`src/common/proxy_decode_params.svh`:
```
// offsets, field positions, reset values and timing for the proxy decoder
// assumes inclusion by bare name from the decoder module
`ifndef PROXY_DECODE_PARAMS_SVH
`define PROXY_DECODE_PARAMS_SVH

// address line codes {da2, da1, da0}
`define PXD_ADDR_FEAT_ERR 3'h1
`define PXD_ADDR_SECCNT 3'h2
`define PXD_ADDR_LBALO 3'h3
`define PXD_ADDR_LBAMID 3'h4
`define PXD_ADDR_DEVICE 3'h6
`define PXD_ADDR_DEVCTL 3'h6

// field positions
`define PXD_DEV_BIT 4
`define PXD_NIEN_BIT 1
`define PXD_SRST_BIT 2

// reset values and fixed read value
`define PXD_REG_RESET 8'h00
`define PXD_ZERO_READ 8'h00

// synchroniser depth in clock cycles
`define PXD_SYNC_STAGES 2

`endif

```
`src/common/proxy_decode_pkg.sv`:
```
// types shared by the proxy task-file decoder
// assumes the params header sits on the include path
`default_nettype none

package proxy_decode_pkg;

  // decoded task-file target, one-hot
  typedef enum logic [6:0] {
    TGT_NONE = 7'h01,
    TGT_DEVCTL = 7'h02,
    TGT_FEAT_ERR = 7'h04,
    TGT_SECCNT = 7'h08,
    TGT_LBALO = 7'h10,
    TGT_LBAMID = 7'h20,
    TGT_DEVICE = 7'h40
  } tgt_t;

  // whole state of the decoder
  typedef struct packed {
    logic [7:0] devctl;
    logic [7:0] feature;
    logic [7:0] seccnt;
    logic [7:0] lbalo;
    logic [7:0] lbamid;
    logic dev;
    logic wr_prev;
    logic cap_cs0_n;
    logic cap_cs1_n;
    logic [2:0] cap_da;
    logic [7:0] cap_data;
    logic [7:0] dout;
    logic oe_n;
    logic bsy;
    logic drq;
  } state_t;

endpackage : proxy_decode_pkg

`default_nettype wire

```
`src/verilog/pin_sync.sv`:
```
// two-flop synchroniser for a group of asynchronous pin levels
// assumes the pins are levels; bits may settle a cycle apart
`timescale 1ns/1ns
`default_nettype none

module pin_sync #(
  parameter int WIDTH = 15,
  parameter logic [WIDTH-1:0] RESET_VAL = '1
) (
  input wire logic i_clk,
  input wire logic i_rst,
  input wire logic [WIDTH-1:0] i_async,
  output logic [WIDTH-1:0] o_sync
);

  logic [WIDTH-1:0] meta_q;
  logic [WIDTH-1:0] sync_q;

  // refuse a group the flops cannot hold
  if (WIDTH < 1) begin : g_width_check
    $error("pin_sync width must be at least one");
  end

  // first stage feeds only the second
  always_ff @(posedge i_clk) begin
    if (i_rst) begin
      meta_q <= RESET_VAL;
      sync_q <= RESET_VAL;
    end else begin
      meta_q <= i_async;
      sync_q <= meta_q;
    end
  end

  assign o_sync = sync_q;

endmodule : pin_sync

`default_nettype wire

```
`src/verilog/proxy_register_decode.sv`:
```
// device 0 task-file decode while answering for an absent device 1
// assumes async host pins, one 20 MHz clock, synchronous active-high reset
//
// Summary of operation
// - ignore unmapped accesses; busy and data-request read zero
// - control write stores interrupt-disable and soft reset
// - control-address read returns zero, never status
// - feature address write loads feature register
// - error address read drives error register
// - sector count write loads sector count
// - sector count read: contents, zero with packet set
// - lba low write loads lba low
// - lba low read: contents, zero with packet set
// - lba mid write loads lba mid
// - lba mid read returns contents without packet set
// - lba mid read returns zero with packet set
// - device select follows last written select bit
`timescale 1ns/1ns
`default_nettype none
`include "proxy_decode_params.svh"

module proxy_register_decode #(
  parameter bit PACKET_IMPL = 1'b0
) (
  input wire logic i_clk,
  input wire logic i_rst,
  input wire logic i_cs0_n,
  input wire logic i_cs1_n,
  input wire logic [2:0] i_da,
  input wire logic i_dior_n,
  input wire logic i_diow_n,
  input wire logic [7:0] i_dd,
  input wire logic [7:0] i_error,
  input wire logic i_dev1_absent,
  input wire logic i_busy,
  input wire logic i_data_req,
  output logic [7:0] o_dd,
  output logic o_dd_oe_n,
  output logic o_bsy,
  output logic o_drq,
  output logic o_proxy_active,
  output logic o_dev,
  output logic o_nien,
  output logic o_srst,
  output logic [7:0] o_feature,
  output logic [7:0] o_sector_count,
  output logic [7:0] o_lba_low,
  output logic [7:0] o_lba_mid
);

  proxy_decode_pkg::state_t st_q;
  proxy_decode_pkg::state_t st_d;
  logic [14:0] pins_s;
  logic cs0_s;
  logic cs1_s;
  logic [2:0] da_s;
  logic dior_s;
  logic diow_s;
  logic [7:0] dd_s;
  logic proxy;
  logic wr_commit;
  logic rd_low;
  proxy_decode_pkg::tgt_t wr_tgt;
  proxy_decode_pkg::tgt_t rd_tgt;

  // strobes reset negated, address lines reset low
  pin_sync #(
    .WIDTH(15),
    .RESET_VAL(15'h7800)
  ) u_sync (
    .i_clk(i_clk),
    .i_rst(i_rst),
    .i_async({i_cs0_n, i_cs1_n, i_dior_n, i_diow_n, i_da, i_dd}),
    .o_sync(pins_s)
  );

  assign cs0_s = pins_s[14];
  assign cs1_s = pins_s[13];
  assign dior_s = pins_s[12];
  assign diow_s = pins_s[11];
  assign da_s = pins_s[10:8];
  assign dd_s = pins_s[7:0];

  // chip selects and address lines to a task-file target
  function automatic proxy_decode_pkg::tgt_t decode(
    input logic cs0_n,
    input logic cs1_n,
    input logic [2:0] da
  );
    proxy_decode_pkg::tgt_t t;
    t = proxy_decode_pkg::TGT_NONE;
    if (cs0_n && !cs1_n && da == `PXD_ADDR_DEVCTL) begin
      t = proxy_decode_pkg::TGT_DEVCTL;
    end else if (!cs0_n && cs1_n) begin
      unique case (da)
        `PXD_ADDR_FEAT_ERR: t = proxy_decode_pkg::TGT_FEAT_ERR;
        `PXD_ADDR_SECCNT: t = proxy_decode_pkg::TGT_SECCNT;
        `PXD_ADDR_LBALO: t = proxy_decode_pkg::TGT_LBALO;
        `PXD_ADDR_LBAMID: t = proxy_decode_pkg::TGT_LBAMID;
        `PXD_ADDR_DEVICE: t = proxy_decode_pkg::TGT_DEVICE;
        default: t = proxy_decode_pkg::TGT_NONE;
      endcase
    end
    return t;
  endfunction : decode

  // contents unless the packet set hides them
  function automatic logic [7:0] hide(input logic [7:0] v);
    return PACKET_IMPL ? `PXD_ZERO_READ : v;
  endfunction : hide

  assign proxy = i_dev1_absent && st_q.dev;
  // a write lands at the trailing edge of the write strobe
  assign wr_commit = !st_q.wr_prev && diow_s;
  assign rd_low = !dior_s && diow_s;
  assign wr_tgt = decode(st_q.cap_cs0_n, st_q.cap_cs1_n, st_q.cap_da);
  assign rd_tgt = decode(cs0_s, cs1_s, da_s);

  always_comb begin
    st_d = st_q;
    st_d.wr_prev = diow_s;
    // hold address and data seen while the strobe was low
    if (!diow_s) begin
      st_d.cap_cs0_n = cs0_s;
      st_d.cap_cs1_n = cs1_s;
      st_d.cap_da = da_s;
      st_d.cap_data = dd_s;
    end
    if (wr_commit && wr_tgt == proxy_decode_pkg::TGT_DEVICE) begin
      st_d.dev = st_q.cap_data[`PXD_DEV_BIT];
    end
    if (wr_commit && proxy) begin
      unique case (wr_tgt)
        proxy_decode_pkg::TGT_DEVCTL: st_d.devctl = st_q.cap_data;
        proxy_decode_pkg::TGT_FEAT_ERR: st_d.feature = st_q.cap_data;
        proxy_decode_pkg::TGT_SECCNT: st_d.seccnt = st_q.cap_data;
        proxy_decode_pkg::TGT_LBALO: st_d.lbalo = st_q.cap_data;
        proxy_decode_pkg::TGT_LBAMID: st_d.lbamid = st_q.cap_data;
        proxy_decode_pkg::TGT_DEVICE, proxy_decode_pkg::TGT_NONE: begin
        end
      endcase
    end
    // read path; the device register read is left to the normal decode
    st_d.oe_n = 1'b1;
    st_d.dout = `PXD_ZERO_READ;
    if (proxy && rd_low) begin
      st_d.oe_n = 1'b0;
      unique case (rd_tgt)
        proxy_decode_pkg::TGT_DEVCTL: st_d.dout = `PXD_ZERO_READ;
        proxy_decode_pkg::TGT_FEAT_ERR: st_d.dout = i_error;
        proxy_decode_pkg::TGT_SECCNT: st_d.dout = hide(st_q.seccnt);
        proxy_decode_pkg::TGT_LBALO: st_d.dout = hide(st_q.lbalo);
        proxy_decode_pkg::TGT_LBAMID: st_d.dout = hide(st_q.lbamid);
        proxy_decode_pkg::TGT_DEVICE, proxy_decode_pkg::TGT_NONE: begin
          st_d.oe_n = 1'b1;
        end
      endcase
    end
    // nothing is busy on behalf of the missing device
    st_d.bsy = proxy ? 1'b0 : i_busy;
    st_d.drq = proxy ? 1'b0 : i_data_req;
  end

  always_ff @(posedge i_clk) begin
    if (i_rst) begin
      st_q <= '{devctl: `PXD_REG_RESET, feature: `PXD_REG_RESET,
                seccnt: `PXD_REG_RESET, lbalo: `PXD_REG_RESET,
                lbamid: `PXD_REG_RESET, dev: 1'b0, wr_prev: 1'b1,
                cap_cs0_n: 1'b1, cap_cs1_n: 1'b1, cap_da: 3'h0,
                cap_data: 8'h00, dout: 8'h00, oe_n: 1'b1,
                bsy: 1'b0, drq: 1'b0};
    end else begin
      st_q <= st_d;
    end
  end

  assign o_dd = st_q.dout;
  assign o_dd_oe_n = st_q.oe_n;
  assign o_bsy = st_q.bsy;
  assign o_drq = st_q.drq;
  assign o_proxy_active = proxy;
  assign o_dev = st_q.dev;
  assign o_nien = st_q.devctl[`PXD_NIEN_BIT];
  assign o_srst = st_q.devctl[`PXD_SRST_BIT];
  assign o_feature = st_q.feature;
  assign o_sector_count = st_q.seccnt;
  assign o_lba_low = st_q.lbalo;
  assign o_lba_mid = st_q.lbamid;
endmodule : proxy_register_decode

`default_nettype wire

```
`config.mk`:
```
export PLATFORM = sky130hd
export DESIGN_NAME = proxy_register_decode
export DESIGN_NICKNAME = d
export VERILOG_FILES = /design/src/common/proxy_decode_pkg.sv /design/src/verilog/pin_sync.sv /design/src/verilog/proxy_register_decode.sv
export VERILOG_INCLUDE_DIRS = /design/src /design/src/common
export SDC_FILE = /design/constraint.sdc
export NUM_CORES = 1
export LEC_CHECK = 0
export BUFFER_PORTS_ARGS = -buffer_cell sky130_fd_sc_hd__buf_2
export CORE_ASPECT_RATIO = 0.8
export CORE_MARGIN = 5
export CORE_UTILIZATION = 27
export CTS_BUF_LIST = sky130_fd_sc_hd__clkbuf_4
export DETAILED_ROUTE_END_ITERATION = 8
export SYNTH_ARGS = -nofsm -noshare
export SYNTH_HDL_FRONTEND = slang
export SYNTH_SLANG_ARGS = --single-unit
```
`constraint.sdc`:
```
create_clock -name i_clk -period 3.8 [get_ports i_clk]
set_clock_uncertainty 0.15 [all_clocks]
set_input_delay 0.76 -clock i_clk [delete_from_list [all_inputs] [get_ports i_clk]]
set_output_delay 0.76 -clock i_clk [all_outputs]
set_load 0.02 [all_outputs]
```
; Word-level counts from Yosys, hierarchy flattened
; Cells that the tools add are included.
[op_classes]
n_eq_ne = 22
muxes = 8
bitwise_logic = 1
reduce_logical = 26
[ops]
columns = operator, count
row1 = $pmux 7 s5, 2
row2 = $pmux 8 s4, 1
row3 = $mux 7, 4
row4 = $eq 7x3->1 const B, 2
row5 = $eq 7x4->1 const B, 2
row6 = $eq 7x5->1 const B, 2
row7 = $eq 7x6->1 const B, 2
row8 = $eq 7x7->1 const B, 2
row9 = $eq 3x2->1 const B, 4
row10 = $eq 3x3->1 const B, 4
row11 = $logic_and 1x1->1, 12
row12 = $reduce_and 2->1, 5
row13 = $eq 7x1->1 const B, 1
row14 = $eq 7x2->1 const B, 1
row15 = $eq 3x1->1 const B, 2
row16 = $logic_not 1->1, 6
row17 = $reduce_or 2->1, 3
row18 = $mux 1, 1
row19 = $not 1->1, 1
[word_totals]
regBits = 91
inputBits = 28
out_inout_bits = 47

; Depth between registers and ports, before layout
; Gate-level depths: netlist of the first run.
[logic_depth]
depth_word = 7
depth_mapped = 6

; Cells and area by module
; A second synthesis of the first run with hierarchy kept.
[hier_totals]
cells_unflattened = 349
area_unflattened_um2 = 3759.9
[modules_own_cells]
columns = mod, n_inst, cells_per_inst, area_per_inst_um2, seq_area_each_um2
row1 = proxy_register_decode, 1, 286, 2950.3, 1201.2
row2 = pin_sync, 1, 63, 809.5, 600.6

; Worst setup path before layout of the first run
; Ideal clock, no wire load.
[synth_timing]
path_type = in2reg
startpoint = input port i_dev1_absent
endpoint = register st_q (netlist bit o_sector_count[0])
setup_time_ns = 0.128
arrival_time_ns = 1.671
t_required_ns = 3.522
slack_ns = 1.852
path_stages = 5
n_path_buf = 1
cell_sequence = nand3_1 or4_1 buf_6 mux2i_1 nor2_1
[synth_via]
elab_chain_len = 3
[synth_rtl]
columns = element, line_no
row1 = from (decl), proxy_register_decode.sv:34  ; input wire logic i_dev1_absent,
row2 = $logic_and 1x1->1, proxy_register_decode.sv:112  ; assign proxy = i_dev1_absent && st_q.dev;
row3 = $logic_and 1x1->1, proxy_register_decode.sv:132  ; if (wr_commit && proxy) begin
row4 = $reduce_and 2->1 (no source line), --
row5 = to (signal assigned), proxy_register_decode.sv:166  ; st_q <= '{devctl: `PXD_REG_RESET, feature: `PXD_REG_RESET,
row6 = to (signal assigned), proxy_register_decode.sv:173  ; st_q <= st_d;
row7 = to (decl), proxy_register_decode.sv:51  ; proxy_decode_pkg::state_t st_q;
; No other way between the ends.
; A chain may end at the register's enable or synchronous reset.

; Worst setup path after layout of the first run
[layout_timing]
startpoint = register st_q (netlist bit o_dev)
endpoint = output port o_proxy_active
[layout_via]
elab_chain_len = 1
[layout_rtl]
columns = element, line_no
row1 = $logic_and 1x1->1, proxy_register_decode.sv:112
row2 = to (decl), proxy_register_decode.sv:41  ; output logic o_proxy_active,
; No other way between the ends.

==> impl_metrics.tcl, run 1 <==
set metrics [dict create \
    gp_congestion 0.7421 \
    syn_nets 363 \
    final_antenna_net_count 0 \
    syn_area_um2 3447 \
    cp_slowest_cell "dfxtp_1" \
    clock_path_buffers 2 \
    tightest_slew_ns 1.032 \
    pwr_density_cell_nw_per_um2 436.2 \
    ctsResizeCount 0 \
    numCtsBuffers 9 \
    cts_root_buffer "clkbuf_4" \
    die_y_um 111.1 \
    wire_per_inst_um 13.83 \
    pre_cts_ws_ns 1.408 \
    clock_sinks 90 \
    rows 36 \
    nets 395 \
    placed_cells 527 \
    async_reset_ff_share_pct 0 \
    p_leak_nw 1.853 \
    worstPathRequired_ns 2.89 \
    final_cell_mix "dfxtp_1 (90), buf_2 (74), nor2_1 (49)" \
    hold_class "flip-flop to flip-flop" \
    outcome "finished, final reports clean" \
    drt_iter0_drc 92 \
    path_cells "and2_1 > buf_2" \
    yosys.area_share.xor_xnor_pct 0.2541 \
    cp_max_fo 5 \
    nFillCells 1315 \
    grt_pass1_vias 2211 \
    synth-seq-cells 90 \
    vdd_ir_drop_max_mv 0.1390 \
    synthSimpleGateAreaFrac_pct 18.19 \
    clk_latency_ns 0.43 \
    setup_viol 0 \
    start_util_pct 27.93 \
    synth_ff_type "dfxtp_1" \
    cts.clk_slew.worst_paths_ns 0.14 \
    muxShareOfSynthArea_pct 13.65 \
    max_stage_delay_ns 0.44 \
    path_delay_family "flip-flops" \
    worst-path-buf-inv 1 \
    hold_viol 0 \
    period_needed_ns 2.117 \
    antenna_found_initial 0 \
    layout_commonest_cell "dfxtp_1" \
    grt_max_degree 47 \
    die_area_um2 15140 \
    ys_seq_area_share_pct 52.27 \
    fp.dieW_um 136.3 \
    rsz0062_at_grt "no" \
    pin_count 75 \
    grt_pass1_wl_um 11990 \
    firstDrtPassIters 4 \
    synth_compound_area_share_pct 5.009 \
    core_area_um2 12340 \
    yosys_warnings 0 \
    cp-end-kind "primary output" \
    clock.fmax_mhz 472.3 \
    drc 0 \
    viasPerCell 4.157 \
    final_layout_size_suffix_gt1_share_pct 28.23 \
    setup_slack_ns 1.683 \
    synth_top_family_by_area "simple AND/OR/NAND/NOR gates" \
    n_antenna_cell 0 \
    crit_type "flip-flop to primary output" \
    wirelength_um 7512 \
    fin_tns_setup_ns 0 \
    layout.cells.non_filler 543 \
    grt_usage_pct 10.33 \
    num_vias 2257 \
    cts_tree "yes" \
    drv_slew 0 \
    cp.arrival_ns 1.21 \
    synth_edf_count 0 \
    syn_to_final_growth_pct 12.23 \
    synthCells 335 \
    startpoint_type "flip-flop" \
    slew_headroom_pct 31.02 \
    hpwl_um 5631 \
    synthAdderAreaFrac_pct 0 \
    hold_buffers 0 \
    io_buffers 74 \
    ys_types 34 \
    min_period_over_period_pct 55.72 \
    overflow 0 \
    syn_area_per_cell_um2 10.29 \
    cts_max_level 3 \
    postCtsSetupRepairBufs 0 \
    max_cap_viol_count 0 \
]
==> where the power goes <==
group          switching [mW]  leakage [nW]  internal [mW]  total, mW
sequential             0.0113         0.733          0.962      0.973
combinational          0.0289          1.03         0.0281     0.0570
clock                   0.315        0.0932          0.343      0.657
total                   0.355          1.85           1.33       1.69
==> area by class of cell <==
type	instances	area [µm²]	area share, %
sequential	90	1802	46.57
clock inverter	6	113.9	2.943
clock buffer	10	75.07	1.940
multi-input combinational	190	1279	33.05
tap	171	214.0	5.530
timing repair buffer	76	385.4	9.961
==> cells by family (layout without fill, tap and decap cells) <==
logic type	after synthesis	count (layout)
muxes	47	47
xor gates and xnor gates	1	1
AOI/OAI and AO/OA	26	26
and+or+nand+nor	116	116
buffers and inverters	55	92
DFF	90	90
==> cells in the mapped netlist (all sizes together), types with 6 or more instances <==
master	count	area share, %
dfxtp	90	52
nor2	49	5.3
mux2i	47	14
buf	44	9.4
nor2b	26	4.7
a22oi	13	2.8
clkbuf	11	1.2
or2	9	1.6
a21oi	8	1.2
nand3	6	1.3
==> sequential cells by signal, summed over array words and instances (netlist names), 8 cells and up <==
register and count:
o_lba_low 8, st_q 14, o_dd 8, o_lba_mid 8, o_sector_count 8, o_feature 8, u_sync.o_sync 15, u_sync.meta_q 15
==> path summary, 6_finish.rpt <==
path | depth (start not counted) | slack, ns | from | end
worst max-delay path | 2 | 1.68 | o_dev | o_proxy_active
worst min-delay path | 1 | 0.28 | u_sync.meta_q[11] | u_sync.o_sync[11]
worst max register to register | 4 | 1.69 | u_sync.o_sync[9] | o_dd[4]
worst min register to register | 1 | 0.28 | u_sync.meta_q[11] | u_sync.o_sync[11]
==> through the flow <==
| stage | hold slack (ns) | total power, mW | instance area [µm²] | utilization [%] |
|---|---|---|---|---|
| detailed placement | 0.2499 | 1.053 | 3680 | 29.82 |
| CTS | 0.2829 | 1.710 | 3869 | 31.35 |
| finish | 0.2765 | 1.688 | 3869 | 31.35 |
| global placement | 0.2470 | 1.051 | 3680 | 29.82 |
| floorplan | 0.2395 | 1.028 | 3447 | - |
| global route | 0.2837 | 1.768 | 3869 | 31.35 |
==> per-layer routing <==
layer  GRT usage [%]  vias to the layer above  wire (µm)
li1                -                     1150          -
met5               0                        -          0
met2           14.78                       69       3179
met3           4.220                        9        611
met1           14.35                     1029       3644
met4           2.686                        0         76
(Power assumes the default switching activity.)
==> run 2: changes to the inputs <==
clock period = 2.05 ns   (was 3.8 ns; I/O delays follow)
==> impl_metrics.tcl, run 2 (synthesized netlist as in run 1, its figures left out) <==
set metrics [dict create \
    layout_commonest_cell "dfxtp_1" \
    nets 409 \
    final_antenna_net_count 0 \
    pwr_density_cell_nw_per_um2 754.0 \
    cp-end-kind "flip-flop" \
    syn_to_final_growth_pct 15.39 \
    hold_viol 0 \
    grt_pass1_wl_um 12400 \
    max_stage_delay_ns 0.49 \
    antenna_found_initial 0 \
    overflow 0 \
    cts_tree "yes" \
    regArea_um2 1802 \
    drc 0 \
    io_buffers 74 \
    gp_congestion 0.7867 \
    multi_input_area_um2 1282 \
    clock_path_buffers 2 \
    die_area_um2 15140 \
    firstDrtPassIters 4 \
    crit_type "flip-flop to flip-flop" \
    cp_slowest_cell "nor4bb_1" \
    num_vias 2326 \
    rows 36 \
    worstPathRequired_ns 2.22 \
    r2r_start "st_q[19]" \
    viasPerCell 4.183 \
    cp_max_fo 8 \
    cts_root_buffer "clkbuf_4" \
    fp.dieW_um 136.3 \
    pin_count 75 \
    final_layout_size_suffix_gt1_share_pct 28.57 \
    wire_per_inst_um 13.90 \
    min_from "i_dd[5]" \
    fin_area_um2 3978 \
    grt_usage_pct 10.61 \
    fin_util_pct 32.23 \
    rsz0062_at_grt "no" \
    core_area_um2 12340 \
    start_util_pct 27.93 \
    setup_viol 0 \
    cp.arrival_ns 1.98 \
    hold_class "input port to flip-flop" \
    clk_latency_ns 0.43 \
    fin_tns_setup_ns 0 \
    hpwl_um 5682 \
    slew_headroom_pct 66.88 \
    grt_max_degree 72 \
    path_cells "nor4bb_1 > nand3_2 > mux2i_1 > nor2_1" \
    clock_sinks 90 \
    cts_max_level 3 \
    vdd_ir_drop_max_mv 0.3404 \
    startpoint_type "flip-flop" \
    p_leak_nw 1.917 \
    numCtsBuffers 9 \
    grt_pass1_vias 2309 \
    final_cell_mix "dfxtp_1 (90), buf_2 (74), nor2_1 (49)" \
    cp-startpoint "st_q[19]" \
    die_y_um 111.1 \
    postCtsSetupRepairBufs 0 \
    place_area_um2 3730 \
    max_cap_viol_count 0 \
    clock.fmax_mhz 552.7 \
    cts.clk_slew.worst_paths_ns 0.13 \
    drt_iter0_drc 116 \
    drv_slew 0 \
    tightest_slew_ns 0.4902 \
    p_total_mw 2.999 \
    nFillCells 1299 \
    wirelength_um 7727 \
    n_antenna_cell 0 \
    period_needed_ns 1.809 \
    outcome "finished, final reports clean" \
    min_period_over_period_pct 88.26 \
]
==> run 2: cell count changes in the layout (fill, tap and decap cells not counted), sizes merged <==
cell / previous run / this run
clkinv: 0 / 2
buf: 76 / 81
clkinvlp: 2 / 0
bufinv: 3 / 2
dlygate4sd3: 0 / 9
==> run 2: timing repair <==
action | CTS | global route
endpoints found under the hold margin | 8 | 1
hold buffers | 8 | 1
setup endpoints to repair | 0 | 1
resized for setup | 0 | 1
==> run 2: cell type report <==
type	count	area share [%]
clock buffer	10	1.887
multi-input combinational	190	32.24
tap	171	5.379
sequential	90	45.30
timing repair buffer	90	13.21
clock inverter	5	1.982
==> run 2: metrics by stage <==
| step | setup slack, ns | cells | hold WS [ns] |
|---|---|---|---|
| 2_1_floorplan | 0.3490 | 335 | 0.2395 |
| 3_3_place_gp | 0.1405 | 532 | 0.2495 |
| 3_5_place_dp | 0.1062 | 532 | 0.2491 |
| 4_1_cts | 0.09322 | 555 | 0.001275 |
| 5_1_grt | 0.01527 | 556 | 0.002679 |
| 6_report | 0.2407 | 556 | 0.03944 |
==> run 2: final timing paths <==
path | cells after the start | slack (ns) | to
max | 4 | 0.24 | o_lba_low[7]
min reg2reg | 1 | 0.28 | u_sync.o_sync[14]
min | 2 | 0.04 | u_sync.meta_q[5]
max reg2reg | 4 | 0.24 | o_lba_low[7]
==> run 2: power breakdown <==
| group | internal [mW] | switching, mW |
|---|---|---|
| registers | 1.78 | 0.0197 |
| logic | 0.0674 | 0.0591 |
| clock network | 0.503 | 0.567 |
==> run 2: metal layers <==
layer / share of wire [%] / track usage, % / vias to the layer above / routed length [µm]
li1: - / - / 1184 / -
met4: 1.3 / 3.022 / 0 / 103
met1: 48 / 14.59 / 1057 / 3698
met5: 0 / 0 / - / 0
met3: 10 / 4.900 / 11 / 807
met2: 40 / 14.81 / 74 / 3117
==> run 2: critical path: cells and delay by family (launching register included) <==
family           cells  cell delay [ns]
flip-flops           1             0.39
multiplexers         1             0.24
AND/OR/NAND/NOR      3             0.91
==> run 3: changes to the inputs <==
CORE_ASPECT_RATIO = 1.75   (was 0.8)
==> impl_metrics.tcl, run 3 (synthesized netlist as in run 1, its figures left out) <==
set metrics [dict create \
    pin_count 75 \
    reg2reg_to "o_lba_mid[6]" \
    hold_viol 0 \
    r2r_start "st_q[21]" \
    period_needed_ns 1.835 \
    clk_latency_ns 0.44 \
    place_area_um2 3726 \
    hpwl_um 5749 \
    wirelength_um 7988 \
    cp-end-kind "flip-flop" \
    cts_tree "yes" \
    min_period_over_period_pct 89.49 \
    rows 54 \
    cp_max_fo 8 \
    cts_max_level 3 \
    final_layout_size_suffix_gt1_share_pct 28.64 \
    fin_tns_setup_ns 0 \
    rsz0062_at_grt "no" \
    tightest_slew_ns 0.4254 \
    setup_viol 0 \
    antenna_found_initial 1 \
    layout_commonest_cell "dfxtp_1" \
    multi_input_area_um2 1289 \
    p_leak_nw 1.952 \
    firstDrtPassIters 4 \
    io_buffers 74 \
    crit_type "flip-flop to flip-flop" \
    cts.clk_slew.worst_paths_ns 0.15 \
    gp_congestion 0.7651 \
    viasPerCell 4.241 \
    worstPathRequired_ns 2.24 \
    cp.arrival_ns 2.03 \
    min_from "i_da[1]" \
    slew_headroom_pct 71.25 \
    pwr_density_cell_nw_per_um2 784.6 \
    syn_to_final_growth_pct 18.00 \
    nets 414 \
    drv_slew 0 \
    startpoint_type "flip-flop" \
    clock_sinks 90 \
    clock_path_buffers 2 \
    wire_per_inst_um 14.26 \
    min_to "u_sync.meta_q[9]" \
    reg2reg_depth 4 \
    final_antenna_net_count 0 \
    fp.dieW_um 95.41 \
    fin_area_um2 4068 \
    start_util_pct 27.58 \
    grt_pass1_wl_um 12350 \
    nFillCells 1300 \
    clock.fmax_mhz 545.1 \
    max_stage_delay_ns 0.46 \
    hold_depth 2 \
    drt_iter0_drc 101 \
    grt_usage_pct 10.67 \
    cp_slowest_cell "dfxtp_1" \
    vdd_ir_drop_max_mv 0.2415 \
    numCtsBuffers 9 \
    core_area_um2 12500 \
    regArea_um2 1802 \
    grt_max_degree 81 \
    grt_pass1_vias 2407 \
    drc 0 \
    die_y_um 159.5 \
    final_cell_mix "dfxtp_1 (90), buf_2 (74), nor2_1 (49)" \
    cts_root_buffer "clkbuf_4" \
    hold_class "input port to flip-flop" \
    max_cap_viol_count 0 \
    num_vias 2375 \
    overflow 0 \
    die_area_um2 15220 \
    outcome "finished, final reports clean" \
    path_cells "nor4bb_1 > nand3_2 > mux2i_1 > nor2_1" \
    ff2ff_setup_slack_ns 0.22 \
]
-- run 3: cell count changes in the layout (fill, tap and decap cells not counted) --
cell / delta
dlygate4sd3_1: +5
inv_6: +2
bufinv_16: +1
clkbuf_4: -1
clkinv_2: -1
diode_2: +1
nor4bb_1: -1
nor4bb_2: +1
-- run 3: power breakdown --
part           internal (mW)  switching, mW  leakage, nW
Clock                  0.629          0.626        0.101
Combinational         0.0729         0.0587         1.12
Sequential              1.78         0.0215        0.733
-- run 3: worst max path at each step --
stage                                 start           endpoint  slack [ns]  depth (start not counted)
after floorplan                    st_q[20]  o_sector_count[0]        0.35                          5
after global placement        i_dev1_absent  o_sector_count[5]        0.13                          5
after detailed placement           st_q[20]  o_sector_count[0]        0.09                          4
after CTS                          st_q[20]  o_sector_count[0]        0.08                          4
after global routing      u_sync.o_sync[11]       o_feature[5]        0.08                          5
final                              st_q[21]       o_lba_mid[6]        0.22                          4
-- run 3: area by class of cell --
type	count	share of cell area [%]
repair buffers	95	14.15
clock inverters	7	2.984
well taps	168	5.168
diodes	1	0.06152
clock buffers	9	1.661
flip-flops and latches	90	44.29
multi-input cells	190	31.68
-- run 3: layer usage --
metal	routed length (µm)	track usage, %
met5	0	0
met2	4075	18.31
met1	3243	11.73
met4	253	5.959
met3	416	2.506
-- run 3: timing repair --
action / in CTS / in global routing
gates resized for setup: 0 / 2
endpoints found under the hold margin: 14 / 0
setup endpoints to repair: 0 / 5
hold buffers: 14 / 0
buffers inserted: 0 / 0
-- run 3: worst max-delay path, delay by kind of cell, from the launching register on --
family           cells  cell delay [ns]
AND/OR/NAND/NOR      3             0.88
multiplexers         1             0.25
flip-flops           1             0.46
-- run 3: per-stage QoR --
stage | hold slack (ns) | instances | worst slack [ns] | total power, mW | util [%]
floorplan | 0.2395 | 335 | 0.3490 | 1.906 | -
global placement | 0.2487 | 529 | 0.1328 | 1.952 | 29.81
detailed placement | 0.2489 | 529 | 0.08899 | 1.957 | 29.81
CTS | 0.0002994 | 559 | 0.07622 | 3.242 | 32.44
global route | 0.01977 | 560 | 0.08399 | 3.324 | 32.54
finish | 0.03278 | 560 | 0.2154 | 3.192 | 32.54
